===== src/common/pfs_pkg.sv =====
// package: types, map offsets and timing constants of the pin function select block
//
// Operation
// RQ1: P9.1 is fast GPIO or timer A channel one, per port9_function_select.
// RQ2: P9.1 may take a one-second reference pulse; the source keeps that width.
// RQ3: calibration interface enable puts its data line onto P9.1.
// RQ4: calibration interface enable puts its clock line onto P9.2.
// RQ5: otherwise P9.2 is fast GPIO or timer A channel two.
// RQ6: P2.5 is GPIO or UART2 transmit, optionally as a 38 kHz carrier.
// RQ7: P2.4 is GPIO or UART2 receive; infrared input arrives demodulated.
// RQ8: P2.3 and P2.2 are GPIO or UART3 transmit and receive.
// RQ9: P2.1 is GPIO, UART4 transmit or timer 0 external input.
// RQ10: P2.0 is GPIO, UART4 receive, timer 2 input or crystal clock output.
// RQ11: reset pin is active low; system reset only after 5 ms low.
// RQ12: internal RAM is 256 bytes; upper 128 share the SFR addresses.
// RQ13: 4 KB extended RAM and peripherals fill data space 0000h to FFFFh.
// RQ14: 64 KB flash maps the whole program space 0000h to FFFFh.
// RQ15: unrouted peripheral inputs see a fixed inactive level.
`default_nettype none

package pfs_pkg;

  // ----------------------------------------------------------------
  // timing
  // ----------------------------------------------------------------
  localparam int unsigned CLK_HZ       = 25000000;
  localparam int unsigned RST_HOLD_MS  = 5;
  localparam int unsigned RST_HOLD_CYC = RST_HOLD_MS * (CLK_HZ / 1000);
  localparam int unsigned CARRIER_HZ   = 38000;
  localparam int unsigned CAR_HALF     = CLK_HZ / (2 * CARRIER_HZ);

  // ----------------------------------------------------------------
  // register map
  // ----------------------------------------------------------------
  localparam logic [7:0]       ADR_PORT9_FUNCTION_SELECT   = 8'hAD;
  localparam logic [15:0]      ADR_PROTECTION_CONTROL_ZERO = 16'h2D00;
  // index i is port 2 pin i
  localparam logic [5:0][15:0] ADR_PORT2_FUNCTION_SELECT   =
    {16'h28CE, 16'h28CD, 16'h28CC, 16'h28CB, 16'h28CA, 16'h28C9};
  localparam logic [7:0]       RST_FS                      = 8'h00;
  localparam logic [7:0]       RST_PROT                    = 8'h00;

  localparam logic [3:0] RI_P9   = 4'h0;
  localparam logic [3:0] RI_P2_0 = 4'h1;
  localparam logic [3:0] RI_PROT = 4'h7;
  localparam logic [3:0] RI_NONE = 4'hF;

  // ----------------------------------------------------------------
  // field layout
  // ----------------------------------------------------------------
  localparam int unsigned P9_PIN1_LSB      = 0;
  localparam int unsigned P9_PIN2_LSB      = 2;
  localparam int unsigned FS_FN_LSB        = 0;
  localparam int unsigned FS_CARRIER_BIT   = 2;
  localparam int unsigned PROT_SCAL_EN_BIT = 6;

  localparam logic [1:0] FN_GPIO = 2'h0;
  localparam logic [1:0] FN_ALT1 = 2'h1;
  localparam logic [1:0] FN_ALT2 = 2'h2;
  localparam logic [1:0] FN_ALT3 = 2'h3;

  // ----------------------------------------------------------------
  // memory map
  // ----------------------------------------------------------------
  localparam int unsigned IRAM_BYTES = 256;
  localparam int unsigned IRAM_LO    = 128;
  localparam int unsigned XRAM_BYTES = 4096;
  localparam int unsigned CODE_BYTES = 65536;

  typedef enum logic [1:0] {SP_DIRECT, SP_INDIRECT, SP_XDATA, SP_CODE} pfs_space_t;
  typedef enum logic [2:0] {
    RG_NONE, RG_IRAM_LO, RG_IRAM_HI, RG_SFR, RG_XRAM, RG_PERIPH, RG_CODE
  } pfs_region_t;

  // ----------------------------------------------------------------
  // carriers
  // ----------------------------------------------------------------
  typedef struct packed {
    logic        wr;
    logic        rd;
    logic        sfr;
    logic [15:0] addr;
    logic [7:0]  wdata;
  } pfs_bus_req_t;

  typedef struct packed {
    logic [7:0] gpio_o;
    logic [7:0] gpio_oe;
    logic       timer_a_channel_one_pin_o;
    logic       timer_a_channel_one_pin_oe;
    logic       timer_a_channel_two_pin_o;
    logic       timer_a_channel_two_pin_oe;
    logic       sda_o;
    logic       sda_oe;
    logic       scl_o;
    logic       scl_oe;
    logic       uart_two_transmit;
    logic       uart_three_transmit;
    logic       uart_four_transmit;
    logic       crystal_clock_output;
  } pfs_per_out_t;

  typedef struct packed {
    logic [7:0] gpio_i;
    logic       timer_a_channel_one_pin_i;
    logic       timer_a_channel_two_pin_i;
    logic       reference_second_pulse_input;
    logic       sda_i;
    logic       scl_i;
    logic       uart_two_receive;
    logic       uart_three_receive;
    logic       uart_four_receive;
    logic       timer_zero_external_input;
    logic       timer_two_external_input;
  } pfs_per_in_t;

  // idle: uart lines and serial lines high, timers and pulses low
  localparam pfs_per_in_t PIN_IDLE = '{
    sda_i: 1'b1, scl_i: 1'b1, uart_two_receive: 1'b1,
    uart_three_receive: 1'b1, uart_four_receive: 1'b1, default: '0};

  localparam logic [8:0] SYNC_RST = 9'h1FF;

  typedef struct packed {
    logic [7:0]      port9_function_select;
    logic [5:0][7:0] port2_function_select;
    logic [7:0]      protection_control_zero;
    logic [8:0]      sy1;
    logic [8:0]      sy2;
    logic [8:0]      sy3;
    logic [8:0]      flt;
    logic [16:0]     rcnt;
    logic            srst;
    logic [8:0]      ccnt;
    logic            car;
    logic [7:0]      po;
    logic [7:0]      poe;
    pfs_per_in_t     pin;
    logic [7:0]      rdata;
    pfs_region_t     region;
  } pfs_state_t;

  localparam pfs_state_t ST_RST = '{
    port9_function_select: RST_FS, port2_function_select: {6{RST_FS}},
    protection_control_zero: RST_PROT, sy1: SYNC_RST, sy2: SYNC_RST,
    sy3: SYNC_RST, flt: SYNC_RST, pin: PIN_IDLE, region: RG_NONE,
    default: '0};

endpackage : pfs_pkg

`default_nettype wire


===== src/rtl/pfs_top.sv =====
// pin function select multiplexer with reset pin qualifier and memory map decode
`timescale 1ns/1ps
`default_nettype none

module pfs_top
  import pfs_pkg::*;
#(
  parameter int unsigned RST_HOLD_CYCLES = RST_HOLD_CYC
) (
  // clock and reset
  input  wire logic         clk,
  input  wire logic         rst_b,
  // register port
  input  wire pfs_bus_req_t bus_req,
  output logic [7:0]        bus_rdata,
  // pads: 0..5 are P2.0..P2.5, 6 is P9.1, 7 is P9.2
  input  wire logic [7:0]   pad_i,
  output logic [7:0]        pad_o,
  output logic [7:0]        pad_oe,
  // external reset pin and qualified system reset
  input  wire logic         reset_active_low,
  output logic              sys_rst_b,
  // peripheral side
  input  wire pfs_per_out_t per_o,
  output var pfs_per_in_t   per_i,
  // memory map lookup
  input  wire pfs_space_t   mem_space,
  input  wire logic [15:0]  mem_addr,
  output pfs_region_t       mem_region
);

  // ----------------------------------------------------------------
  // decode helpers
  // ----------------------------------------------------------------
  function automatic logic [3:0] pfs_reg_idx(input logic sfr, input logic [15:0] a);
    logic [3:0] r;
    r = RI_NONE;
    if (sfr) begin
      if (a[15:8] == 8'h00 && a[7:0] == ADR_PORT9_FUNCTION_SELECT) r = RI_P9;
    end else if (a == ADR_PROTECTION_CONTROL_ZERO) begin
      r = RI_PROT;
    end else begin
      for (int k = 0; k < 6; k++) begin
        if (a == ADR_PORT2_FUNCTION_SELECT[k]) r = RI_P2_0 + 4'(k);
      end
    end
    return r;
  endfunction : pfs_reg_idx

  function automatic pfs_region_t pfs_region(input pfs_space_t sp, input logic [15:0] a);
    pfs_region_t r;
    r = RG_NONE;
    case (sp)
      SP_DIRECT: begin
        if (a <= 16'(IRAM_BYTES - 1)) r = (a <= 16'(IRAM_LO - 1)) ? RG_IRAM_LO : RG_SFR; // RQ12
      end
      SP_INDIRECT: begin
        if (a <= 16'(IRAM_BYTES - 1)) r = (a <= 16'(IRAM_LO - 1)) ? RG_IRAM_LO : RG_IRAM_HI; // RQ12
      end
      SP_XDATA: r = (a <= 16'(XRAM_BYTES - 1)) ? RG_XRAM : RG_PERIPH; // RQ13
      SP_CODE:  r = (a <= 16'(CODE_BYTES - 1)) ? RG_CODE : RG_NONE; // RQ14
      default:  r = RG_NONE;
    endcase
    return r;
  endfunction : pfs_region

  // ----------------------------------------------------------------
  // state
  // ----------------------------------------------------------------
  pfs_state_t      st;
  pfs_state_t      st_nxt;
  logic [3:0]      idx;
  logic [7:0][1:0] fnv;
  logic            scal;

  always_comb begin
    st_nxt = st;
    idx    = pfs_reg_idx(bus_req.sfr, bus_req.addr);
    scal   = st.protection_control_zero[PROT_SCAL_EN_BIT];
    fnv    = '0;

    // register writes
    if (bus_req.wr) begin
      if (idx == RI_P9) begin
        st_nxt.port9_function_select = bus_req.wdata;
      end else if (idx == RI_PROT) begin
        st_nxt.protection_control_zero = bus_req.wdata;
      end else if (idx != RI_NONE) begin
        st_nxt.port2_function_select[3'(idx - RI_P2_0)] = bus_req.wdata;
      end
    end

    // read data stand for exactly one cycle
    st_nxt.rdata = 8'h00;
    if (bus_req.rd) begin
      if (idx == RI_P9) begin
        st_nxt.rdata = st.port9_function_select;
      end else if (idx == RI_PROT) begin
        st_nxt.rdata = st.protection_control_zero;
      end else if (idx != RI_NONE) begin
        st_nxt.rdata = st.port2_function_select[3'(idx - RI_P2_0)];
      end
    end

    // three-stage pin sync; a level counts once stages two and three agree
    st_nxt.sy1 = {reset_active_low, pad_i};
    st_nxt.sy2 = st.sy1;
    st_nxt.sy3 = st.sy2;
    for (int i = 0; i < 9; i++) begin
      if (st.sy2[i] == st.sy3[i]) st_nxt.flt[i] = st.sy3[i];
    end

    // reset pin qualifier: short glitches never reach the system
    if (st.flt[8]) begin
      st_nxt.rcnt = '0;
      st_nxt.srst = 1'b0;
    end else if (st.rcnt == 17'(RST_HOLD_CYCLES - 1)) begin
      st_nxt.srst = 1'b1; // RQ11
    end else begin
      st_nxt.rcnt = st.rcnt + 17'h00001;
    end

    // free-running carrier for infrared transmit
    if (st.ccnt == 9'(CAR_HALF - 1)) begin
      st_nxt.ccnt = '0;
      st_nxt.car  = ~st.car;
    end else begin
      st_nxt.ccnt = st.ccnt + 9'h001;
    end

    // function code per pad
    for (int i = 0; i < 6; i++) begin
      fnv[i] = st.port2_function_select[i][FS_FN_LSB +: 2];
    end
    fnv[6] = st.port9_function_select[P9_PIN1_LSB +: 2];
    fnv[7] = st.port9_function_select[P9_PIN2_LSB +: 2];

    // gpio by default; unrouted peripheral inputs sit idle
    st_nxt.pin = PIN_IDLE; // RQ15
    for (int i = 0; i < 8; i++) begin
      if (fnv[i] == FN_GPIO && !(scal && i >= 6)) begin
        st_nxt.po[i]         = per_o.gpio_o[i];
        st_nxt.poe[i]        = per_o.gpio_oe[i];
        st_nxt.pin.gpio_i[i] = st.flt[i];
      end else begin
        st_nxt.po[i]  = 1'b0;
        st_nxt.poe[i] = 1'b0;
      end
    end

    // P2.0
    case (fnv[0])
      FN_ALT1: st_nxt.pin.uart_four_receive = st.flt[0]; // RQ10
      FN_ALT2: st_nxt.pin.timer_two_external_input = st.flt[0]; // RQ10
      FN_ALT3: begin
        st_nxt.po[0]  = per_o.crystal_clock_output; // RQ10
        st_nxt.poe[0] = 1'b1;
      end
      default: ;
    endcase

    // P2.1; code 3 leaves the pad undriven
    case (fnv[1])
      FN_ALT1: begin
        st_nxt.po[1]  = per_o.uart_four_transmit; // RQ9
        st_nxt.poe[1] = 1'b1;
      end
      FN_ALT2: st_nxt.pin.timer_zero_external_input = st.flt[1]; // RQ9
      default: ;
    endcase

    // P2.2 and P2.3
    if (fnv[2] == FN_ALT1) st_nxt.pin.uart_three_receive = st.flt[2]; // RQ8
    if (fnv[3] == FN_ALT1) begin
      st_nxt.po[3]  = per_o.uart_three_transmit; // RQ8
      st_nxt.poe[3] = 1'b1;
    end

    // P2.4: an infrared receiver must hand over demodulated data
    if (fnv[4] == FN_ALT1) st_nxt.pin.uart_two_receive = st.flt[4]; // RQ7

    // P2.5: carrier bursts while the line is low, dark while idle high
    if (fnv[5] == FN_ALT1) begin
      st_nxt.poe[5] = 1'b1;
      if (st.port2_function_select[5][FS_CARRIER_BIT]) begin
        st_nxt.po[5] = ~per_o.uart_two_transmit & st.car; // RQ6
      end else begin
        st_nxt.po[5] = per_o.uart_two_transmit; // RQ6
      end
    end

    // P9.1: calibration interface has priority over the select register
    if (scal) begin
      st_nxt.po[6]     = per_o.sda_o; // RQ3
      st_nxt.poe[6]    = per_o.sda_oe;
      st_nxt.pin.sda_i = st.flt[6];
    end else if (fnv[6] == FN_ALT1) begin
      st_nxt.po[6]  = per_o.timer_a_channel_one_pin_o; // RQ1
      st_nxt.poe[6] = per_o.timer_a_channel_one_pin_oe;
      st_nxt.pin.timer_a_channel_one_pin_i = st.flt[6];
    end else if (fnv[6] == FN_ALT2) begin
      // width is the source's duty; the pulse is passed as is
      st_nxt.pin.reference_second_pulse_input = st.flt[6]; // RQ2
    end

    // P9.2
    if (scal) begin
      st_nxt.po[7]     = per_o.scl_o; // RQ4
      st_nxt.poe[7]    = per_o.scl_oe;
      st_nxt.pin.scl_i = st.flt[7];
    end else if (fnv[7] == FN_ALT1) begin
      st_nxt.po[7]  = per_o.timer_a_channel_two_pin_o; // RQ5
      st_nxt.poe[7] = per_o.timer_a_channel_two_pin_oe;
      st_nxt.pin.timer_a_channel_two_pin_i = st.flt[7];
    end

    st_nxt.region = pfs_region(mem_space, mem_addr); // RQ12 RQ13 RQ14
  end

  always_ff @(posedge clk) begin
    if (!rst_b) begin
      st <= ST_RST;
    end else begin
      st <= st_nxt;
    end
  end

  // ----------------------------------------------------------------
  // outputs
  // ----------------------------------------------------------------
  assign bus_rdata  = st.rdata;
  assign pad_o      = st.po;
  assign pad_oe     = st.poe;
  assign sys_rst_b  = ~st.srst;
  assign per_i      = st.pin;
  assign mem_region = st.region;
endmodule : pfs_top

`default_nettype wire


===== config.mk =====
export PLATFORM = sky130hd
export DESIGN_NAME = pfs_top
export DESIGN_NICKNAME = d
export VERILOG_FILES = /design/src/common/pfs_pkg.sv /design/src/rtl/pfs_top.sv
export SDC_FILE = /design/constraint.sdc
export NUM_CORES = 1
export LEC_CHECK = 0
export ABC_AREA = 1
export BUFFER_PORTS_ARGS = -buffer_cell sky130_fd_sc_hd__buf_4
export CAP_MARGIN = 25
export CORE_MARGIN = 10
export CORE_UTILIZATION = 60
export DETAILED_ROUTE_END_ITERATION = 7
export GPL_ROUTABILITY_DRIVEN = 0
export PLACE_DENSITY = 0.84
export SLEW_MARGIN = 10
export SYNTH_ARGS = -nofsm -noshare
export SYNTH_HDL_FRONTEND = slang
export SYNTH_SLANG_ARGS = --single-unit

===== constraint.sdc =====
create_clock -name clk -period 9.06 [get_ports clk]
set_input_delay 2.718 -clock clk [delete_from_list [all_inputs] [get_ports clk]]
set_output_delay 2.718 -clock clk [all_outputs]
set_load 0.02 [all_outputs]

Word level (Yosys, flattened, before mapping)
Index checks and enable logic that the tools add are counted.
{"block": "op_classes", "addsub": 3, "mul": 0, "n_div": 0, "n_lt_le_gt_ge": 6, "eq_ne": 36, "shift": 0, "mux": 53, "bitwise_logic": 10, "reduce_logical": 39}
{"operator": "== test 16 x 14 -> 1 bit, second input constant", "n": 7}
{"operator": "bitwise mux 48 bit", "n": 1}
{"operator": "two-way mux 8 bit", "n": 5}
{"operator": "two-way mux 4 bit", "n": 9}
{"operator": "AND reduction 2 bit", "n": 16}
{"operator": "two-way mux 1 bit", "n": 30}
{"operator": "binary-select mux 8 bit (select 3 bit)", "n": 1}
{"operator": "demux 8 bit (select 3 bit)", "n": 1}
{"operator": "== test 2 x 1 -> 1 bit, second input constant", "n": 9}
{"operator": "logical NOT 2 bit", "n": 9}
{"operator": "adder 17 x 1 -> 17 bit, second input constant", "n": 1}
{"operator": "== test 17 bit, second input constant", "n": 1}
{"operator": "less-or-equal comparator 16 x 12 -> 1 bit, second input constant", "n": 1}
{"operator": "less-or-equal comparator 16 bit, second input constant", "n": 1}
{"operator": "less-or-equal comparator 16 x 7 -> 1 bit, second input constant", "n": 1}
{"operator": "less-or-equal comparator 16 x 8 -> 1 bit, second input constant", "n": 1}
{"operator": "== test 2 bit, second input constant", "n": 6}
{"operator": "case mux 3 bit (4 select lines)", "n": 1}
{"operator": "adder 9 x 1 -> 9 bit, second input constant", "n": 1}
{"operator": "== test 1 bit", "n": 9}
{"operator": "== test 9 bit, second input constant", "n": 1}
{"operator": "inverter 1 bit", "n": 9}
{"operator": "== test 8 bit, second input constant", "n": 1}
{"operator": "logical NOT 8 bit", "n": 1}
{"operator": "other kinds (16)", "n": 24}
{"block": "totals", "reg_bits": 173, "latchBits": 0, "mem_bits_rw": 0, "rom_bits": 0, "inputBits": 84, "output_inout_bits": 46, "wordCells": 197, "mem_count": 0}

Depth between registers and ports, before layout
Gate-level depths: netlist (run 1).
{"block": "depth", "ltp_word": 15, "mapped_depth": 21}

Worst setup path after synthesis (run 1)
No wires, ideal clock.
{"block": "synth_path", "kind": "in2reg", "startpoint": "input port bus_req[17] (netlist name)", "endpoint": "register st, in the netlist bus_rdata[7]", "arrival_ns": 4.995, "path_slack_ns": 3.995, "stages": 20, "n_path_buf": 2, "path_cell_list": "nor2_1 nand2_1 nor2_4 buf_6 nand3_1 nand2_1 nand2_2 nand2_4 inv_1 ha_1 inv_1 clkbuf_1 nand2_1 nand2_1 nand3_1 nand2_1 inv_1 nand2_1 nand3_1 a21oi_1"}
{"block": "synth_between", "elab_chain_cells": 15, "word_cells_on_any_way": 27}
{"item": "start, declared", "line_no": "pfs_top.sv:14", "text": "input wire pfs_bus_req_t bus_req,"}
{"item": "== test 16 x 14 -> 1 bit", "line_no": "pfs_top.sv:44", "text": "if (a == ADR_PORT2_FUNCTION_SELECT[k]) r = RI_P2_0 + 4'(k);"}
{"item": "two-way mux 4 bit (6 in a row)", "line_no": "pfs_top.sv:44"}
{"item": "two-way mux 4 bit", "line_no": "pfs_top.sv:40", "text": "end else if (a == ADR_PROTECTION_CONTROL_ZERO) begin"}
{"item": "two-way mux 4 bit *", "line_no": "pfs_top.sv:38", "text": "if (sfr) begin"}
{"item": "subtractor 3 x 1 -> 3 bit", "line_no": "pfs_top.sv:101", "text": "st_nxt.rdata = st.port2_function_select[3'(idx - RI_P2_0)];"}
{"item": "binary-select mux 8 bit (select 3 bit)", "line_no": "pfs_top.sv:101"}
{"item": "two-way mux 8 bit (not written as such)", "line_no": "pfs_top.sv:101"}
{"item": "two-way mux 8 bit", "line_no": "pfs_top.sv:100", "text": "end else if (idx != RI_NONE) begin"}
{"item": "two-way mux 8 bit", "line_no": "pfs_top.sv:98", "text": "end else if (idx == RI_PROT) begin"}
{"item": "two-way mux 8 bit *", "line_no": "pfs_top.sv:96", "text": "if (idx == RI_P9) begin"}
{"item": "end signal, assigned", "line_no": "pfs_top.sv:224", "text": "st <= st_nxt;"}
{"item": "end, declared", "line_no": "pfs_top.sv:70", "text": "pfs_state_t st;"}
Mark *: on every way between the ends. The rest lies on a longest branch, timed or not. The select of a mux whose other input is x is not followed.
A chain may end at the register's enable or synchronous reset.

Worst setup path in the final report (run 1)
{"block": "layout_path", "startpoint": "input port bus_req[17] (netlist name)", "endpoint": "register st, in the netlist bus_rdata[1]"}
Same word-level chain as after synthesis.

==> metrics.cfg, run 1 <==
[clock_network]
cts_max_level=4
clockBufferDepth=2
clkLatencyLatePin_ps=430
cts-root-buf=clkbuf_16
clkTransAtPathRegs_ps=60
cts_tree=yes
postCtsHoldBufs=0
cts.sinks=173
cts_setup_buffers=0
cts_buffers=17
cts.repair.resized=0

[die]
coreArea_um2=13200
fp.dieW_um=136
rows=42
top_level_ports=130
initial_core_util_pct=61.2
fp.dieH_um=136
dieArea_um2=18600

[setup_path]
crit_slowest_cell=nand4_2
rr_worst_depth=10
path_cells=buf_4 > nor2_1 > nand2_1 > nor2_1 > nand4_2 > nand2_4 > inv_1 > ha_1 > buf_4 > inv_1 > o21ai_0 > nand2_1 > nand2_1 > inv_1 > nand2_1 > nand3_1 > a21oi_1
cpMostUsedCell=nand2_1
setup.worst_path.end_class=flop
r2r_slack_ps=7000
critPathRequiredTime_ps=9410
r2r-end=st[72]
cp-start-kind=input port
crit_fanout=30
regToRegStartpoint=st[57]
max_stage_delay_ps=600
crit_type=input port to flop
cp.arrival_ps=6420

[finish]
final_common_cell=nand2_1
final_cell_count_no_fill=1384
area_delta_synth_final_pct=15.2
mostFrequentLayoutCells=nand2_1, nor2_1, dfxtp_1, buf_4, nand3_1
antennaDiodeCount=0
drive_gt1_share_pct=19.2
final_nets=1283

[drt]
ant_nets=0
drcViolationCount=0
drt_iter0_drc=776
routed_wl_mm=19.2
first_pass_iters=5
via_count=7274
vias_per_cell=5.26
routedWlPerCell_um=13.9

[run]
cap_violations=0

[min_path]
hold_path.class=flop to flop
whs_path_depth=1
min_to=st[96]
hp-start=st[105]

[global_route]
grt_overflow=0
antenna_found_initial=0
grt_pass1_vias=6659
grt_max_degree=81
grt_pass1_wl_mm=31.4
grt.total_usage_pct=20.6

[outcome]
status=finished, final reports clean

[place]
dpl.cell_count=1352
hpwl_mm=13.1
place_ws_ps=2660
port_buffers=122

[synthesis]
syn_area_um2=8100
yosysUniqueCellTypes=43
synthArstFlopShare_pct=0
synth_edf_count=0
synth_fp_nets=1225
yosysSeqAreaShare_pct=42.7
ys.flop_type=dfxtp_1
postSynthRegisterBits=173
yosys_warnings=0
syn_avg_cell_area_um2=7.13
synth_cells=1137

[timing]
fin_tns_setup_ps=0
rsz0062_at_grt=no
holdWs_ps=413
slew_headroom_pct=45.0
maxClockFrequency_mhz=165
worst_pin_slew_ps=825
timing.final.crit_share_pct=67.0
setup_viol=0
slew_violations=0
setup_slack_ps=2990
finalClockSkew_ps=9.54
finalHoldViolations=0
min_period_ps=6070

[power]
finalPower_mw=1.67
power-per-cell-area_nw_per_um2=179
peakVddDrop_mv=0.162
cellLeakagePower_nw=4.05

area by class of cell:
| type | count | area (um^2) |
|---|---|---|
| fillers | 1113 | 3910 |
| multi-input cells | 776 | 3670 |
| flip-flops and latches | 173 | 3460 |
| well taps | 176 | 220 |
| clock buffers | 21 | 480 |
| inverters | 103 | 392 |
| repair buffers | 124 | 931 |
| clock inverters | 11 | 179 |
synthesized netlist by cell type (11+ instances only):
cell type / count / area (um^2)
nand2_1: 244 / 916
nand3_1: 107 / 536
nand2_2: 11 / 68.8
nor2_1: 195 / 732
nor2_4: 11 / 124
dfxtp_1: 173 / 3460
clkbuf_1: 18 / 67.6
o21ai_0: 38 / 190
nor4_1: 12 / 75.1
a21oi_1: 54 / 270
inv_1: 95 / 357
nor3_1: 24 / 120
buf_4: 49 / 368
or2_2: 32 / 200
registers in the layout, indices dropped and copies added, names as in the netlist:
name / count
bus_rdata: 8
fnv: 16
scal: 1
pad_oe: 8
pad_o: 8
per_i: 18
st: 111
mem_region: 3
layer usage:
layer / track usage, % / share of wire (%)
met1: 25.4 / 42
met5: 0 / 0
met4: 8.40 / 1.0
met2: 33.8 / 49
met3: 5.09 / 8.1
through the flow:
step	util, %	area [um^2]
finish	70.5	9330
global route	70.5	9330
CTS	70.5	9330
global placement	65.5	8670
detailed placement	65.5	8670
floorplan	-	8100
cells by family (layout without fill, tap and decap cells):
group | count (synthesis) | in the layout | synth area share, %
XOR/XNOR | 1 | 1 | 0.108
buffers and inverters | 188 | 259 | 12.0
adder cells (fa/ha/maj) | 4 | 4 | 0.618
AO/OA/AOI/OAI | 104 | 104 | 6.80
AND/OR/NAND/NOR | 667 | 667 | 37.7
flip-flops | 173 | 173 | 42.7
report_power, final:
| group | switching [mW] | internal (mW) | total (mW) | leakage (nW) |
|---|---|---|---|---|
| Clock | 0.300 | 0.495 | 0.795 | 0.322 |
| Combinational | 0.0530 | 0.0438 | 0.0967 | 2.32 |
| Sequential | 0.00432 | 0.773 | 0.777 | 1.41 |
| Total | 0.357 | 1.31 | 1.67 | 4.05 |
critical path, delay by kind of cell:
kind	cells	cell delay [ps]
compound gates	2	440
fa+ha+maj	1	300
buf+inv	5	1000
simple gates	9	1930
worst max path at each step:
stage                              end         from  slack (ps)
final                     bus_rdata[1]  bus_req[17]        2990
after global routing      bus_rdata[5]  bus_req[17]        2710
after CTS                 bus_rdata[1]  bus_req[17]        3100
after detailed placement  bus_rdata[6]  bus_req[17]        2660
after global placement    bus_rdata[6]  bus_req[17]        2720
after floorplan           bus_rdata[7]  bus_req[17]        4000
(Power assumes the default switching activity.)
==> run 2, diff against run 1 <==
CORE_UTILIZATION = 57   (was 60)
PLACE_DENSITY = 0.8   (was 0.84)
clock period = 5.6 ns   (was 9.06 ns; I/O delays follow)
==> metrics.cfg, run 2 (synthesis gave the netlist of run 1 again) <==
[die]
top_level_ports=130  ; unchanged
dieArea_um2=19400  ; +4.5%
coreArea_um2=13900  ; +4.8%
rows=43  ; +2.4%
fp.dieW_um=139  ; +2.2%
initial_core_util_pct=58.4  ; -2.8 points
fp.dieH_um=139  ; +2.2%

[min_path]
whs_path_depth=1  ; unchanged
hold_path.class=flop to flop

[timing]
fin_tns_setup_ps=0  ; unchanged
worst_pin_slew_ps=800  ; -24.2 ps
finalHoldViolations=0  ; unchanged
timing.final.crit_share_pct=85.4
slew_violations=0  ; unchanged
setup_slack_ps=815  ; -2180 ps
finalClockSkew_ps=6.29  ; -3.25 ps
min_period_ps=4790
holdWs_ps=412  ; -0.444 ps
setup_viol=0  ; unchanged
slew_headroom_pct=46.6  ; +1.6 points
maxClockFrequency_mhz=209
rsz0062_at_grt=no

[global_route]
antenna_found_initial=0  ; unchanged
grt.total_usage_pct=19.8  ; -0.80 points
grt_overflow=0  ; unchanged
grt_pass1_wl_mm=32.2  ; +2.5%
grt_max_degree=80  ; -1.2%
grt_pass1_vias=6556  ; -1.5%
busiest_layer=met2
grt_util_met3_pct=4.08  ; -1.0 points
met2_usage_pct=32.4  ; -1.4 points
use_met1_pct=25.4  ; about the same

[run]
cap_violations=0  ; unchanged

[place]
dpl.cell_count=1360  ; +0.59%
place_ws_ps=459  ; -2200 ps
hpwl_mm=13.6  ; +3.4%
port_buffers=122  ; unchanged
dpl-instance-area_um2=8710  ; +0.40%

[setup_path]
crit_slowest_cell=inv_1
crit_fanout=19  ; -37%
setup.worst_path.end_class=flop
critPathRequiredTime_ps=5940  ; -3470 ps
cpMostUsedCell=nand2_1
critPathTopFamily=simple AND/OR/NAND/NOR gates
rr_worst_depth=10  ; unchanged
cp.arrival_ps=5120  ; -1300 ps
crit_type=input port to flop
path_cells=buf_4 > nor2_1 > nand2_1 > nor2_4 > nand2_1 > nand2_1 > nand2_2 > nand2_4 > inv_1 > ha_1 > inv_1 > nand2_1 > o21ai_0 > nand2_1 > nand2_1 > inv_1 > nand2_1 > nand3_1 > a21oi_1
max_stage_delay_ps=500  ; -100 ps
cp-start-kind=input port
path_buf_inv=4  ; -1
critical_path_depth=19  ; +2

[clock_network]
cts_tree=yes
cts-root-buf=clkbuf_16
cts.repair.resized=0  ; unchanged
cts_max_level=4  ; unchanged
cts_setup_buffers=0  ; unchanged
clkTransAtPathRegs_ps=70  ; about the same
cts.sinks=173  ; unchanged
clkLatencyLatePin_ps=430  ; about the same
postCtsHoldBufs=0  ; unchanged
cts_buffers=17  ; unchanged
clockBufferDepth=2  ; unchanged

[power]
power_frac_comb_pct=6.0  ; +0.2 points
peakVddDrop_mv=0.238  ; +47%
internal_power_mw=2.05  ; +56%
clkPwrFrac_pct=46.2  ; -1.4 points
power-per-cell-area_nw_per_um2=282  ; +58%
cellLeakagePower_nw=4.04  ; -0.18%
seqPwrFrac_pct=47.8  ; +1.2 points
switching_power_mw=0.581  ; +63%
switching_share_pct=22.1  ; +0.70 points
finalPower_mw=2.63  ; +58%

[drt]
via_count=7282  ; +0.11%
routedWlPerCell_um=14.1  ; +1.7%
ant_nets=0  ; unchanged
first_pass_iters=5  ; unchanged
routed_wl_mm=19.7  ; +2.2%
drt_iter0_drc=722  ; -7.0%
vias_per_cell=5.24  ; -0.39%
drcViolationCount=0  ; unchanged

[finish]
multi_input_area_um2=3670  ; unchanged
antennaDiodeCount=0  ; unchanged
area_delta_synth_final_pct=15.0
regArea_um2=3460  ; unchanged
final_common_cell=nand2_1
final_cell_count_no_fill=1391  ; +0.51%
final_nets=1287  ; +0.31%
top_register=st
design_area_um2=9320  ; -0.13%
largest_reg_flops=111  ; unchanged
fillCellCount=1234  ; +11%
drive_gt1_share_pct=19.4  ; +0.20 points
fin_util_pct=67.1  ; -3.3 points
mostFrequentLayoutCells=nand2_1, nor2_1, dfxtp_1, buf_4, nand3_1

[outcome]
status=finished, final reports clean

-- run 2: final timing paths --
path / startpoint / end / slack [ps]
setup / recovery: bus_req[17] / bus_rdata[1] / 810
hold / removal: st[101] / st[92] / 410
setup reg to reg: st[57] / st[72] / 3530
hold reg to reg: st[101] / st[92] / 410
-- run 2: power by group through the flow --
stage                     combinational [mW]  sequential, mW  clock (mW)
after global routing                   0.175            1.26        1.28
final                                  0.159            1.26        1.21
after CTS                              0.159            1.26        1.23
after global placement                 0.155            1.28           0
after detailed placement               0.157            1.28           0
after floorplan                       0.0924            1.28           0
-- run 2: cell type report --
type | count | area share (%)
Sequential cell | 173 | 37.2
Inverter | 103 | 4.20
Clock buffer | 19 | 4.86
Multi-Input combinational cell | 776 | 39.3
Tap cell | 180 | 2.42
Clock inverter | 12 | 1.71
Timing Repair Buffer | 128 | 10.3
-- run 2: worst reg2reg max path: stages, from the launching register on --
cell and delay, ps:
dfxtp_1 380, ha_1 180, nand2_1 90, nor3_1 220, inv_1 70, nor2_1 160
inv_1 90, nor3_2 270, nand4_1 160, or2_0 230, a21oi_1 130
-- run 2: layer usage --
layer  wire [um]  vias to the layer above
li1            -                     3701
met1        8670                     3316
met2        9480                      243
met3        1230                       22
met4         274                        0
met5           0                        -
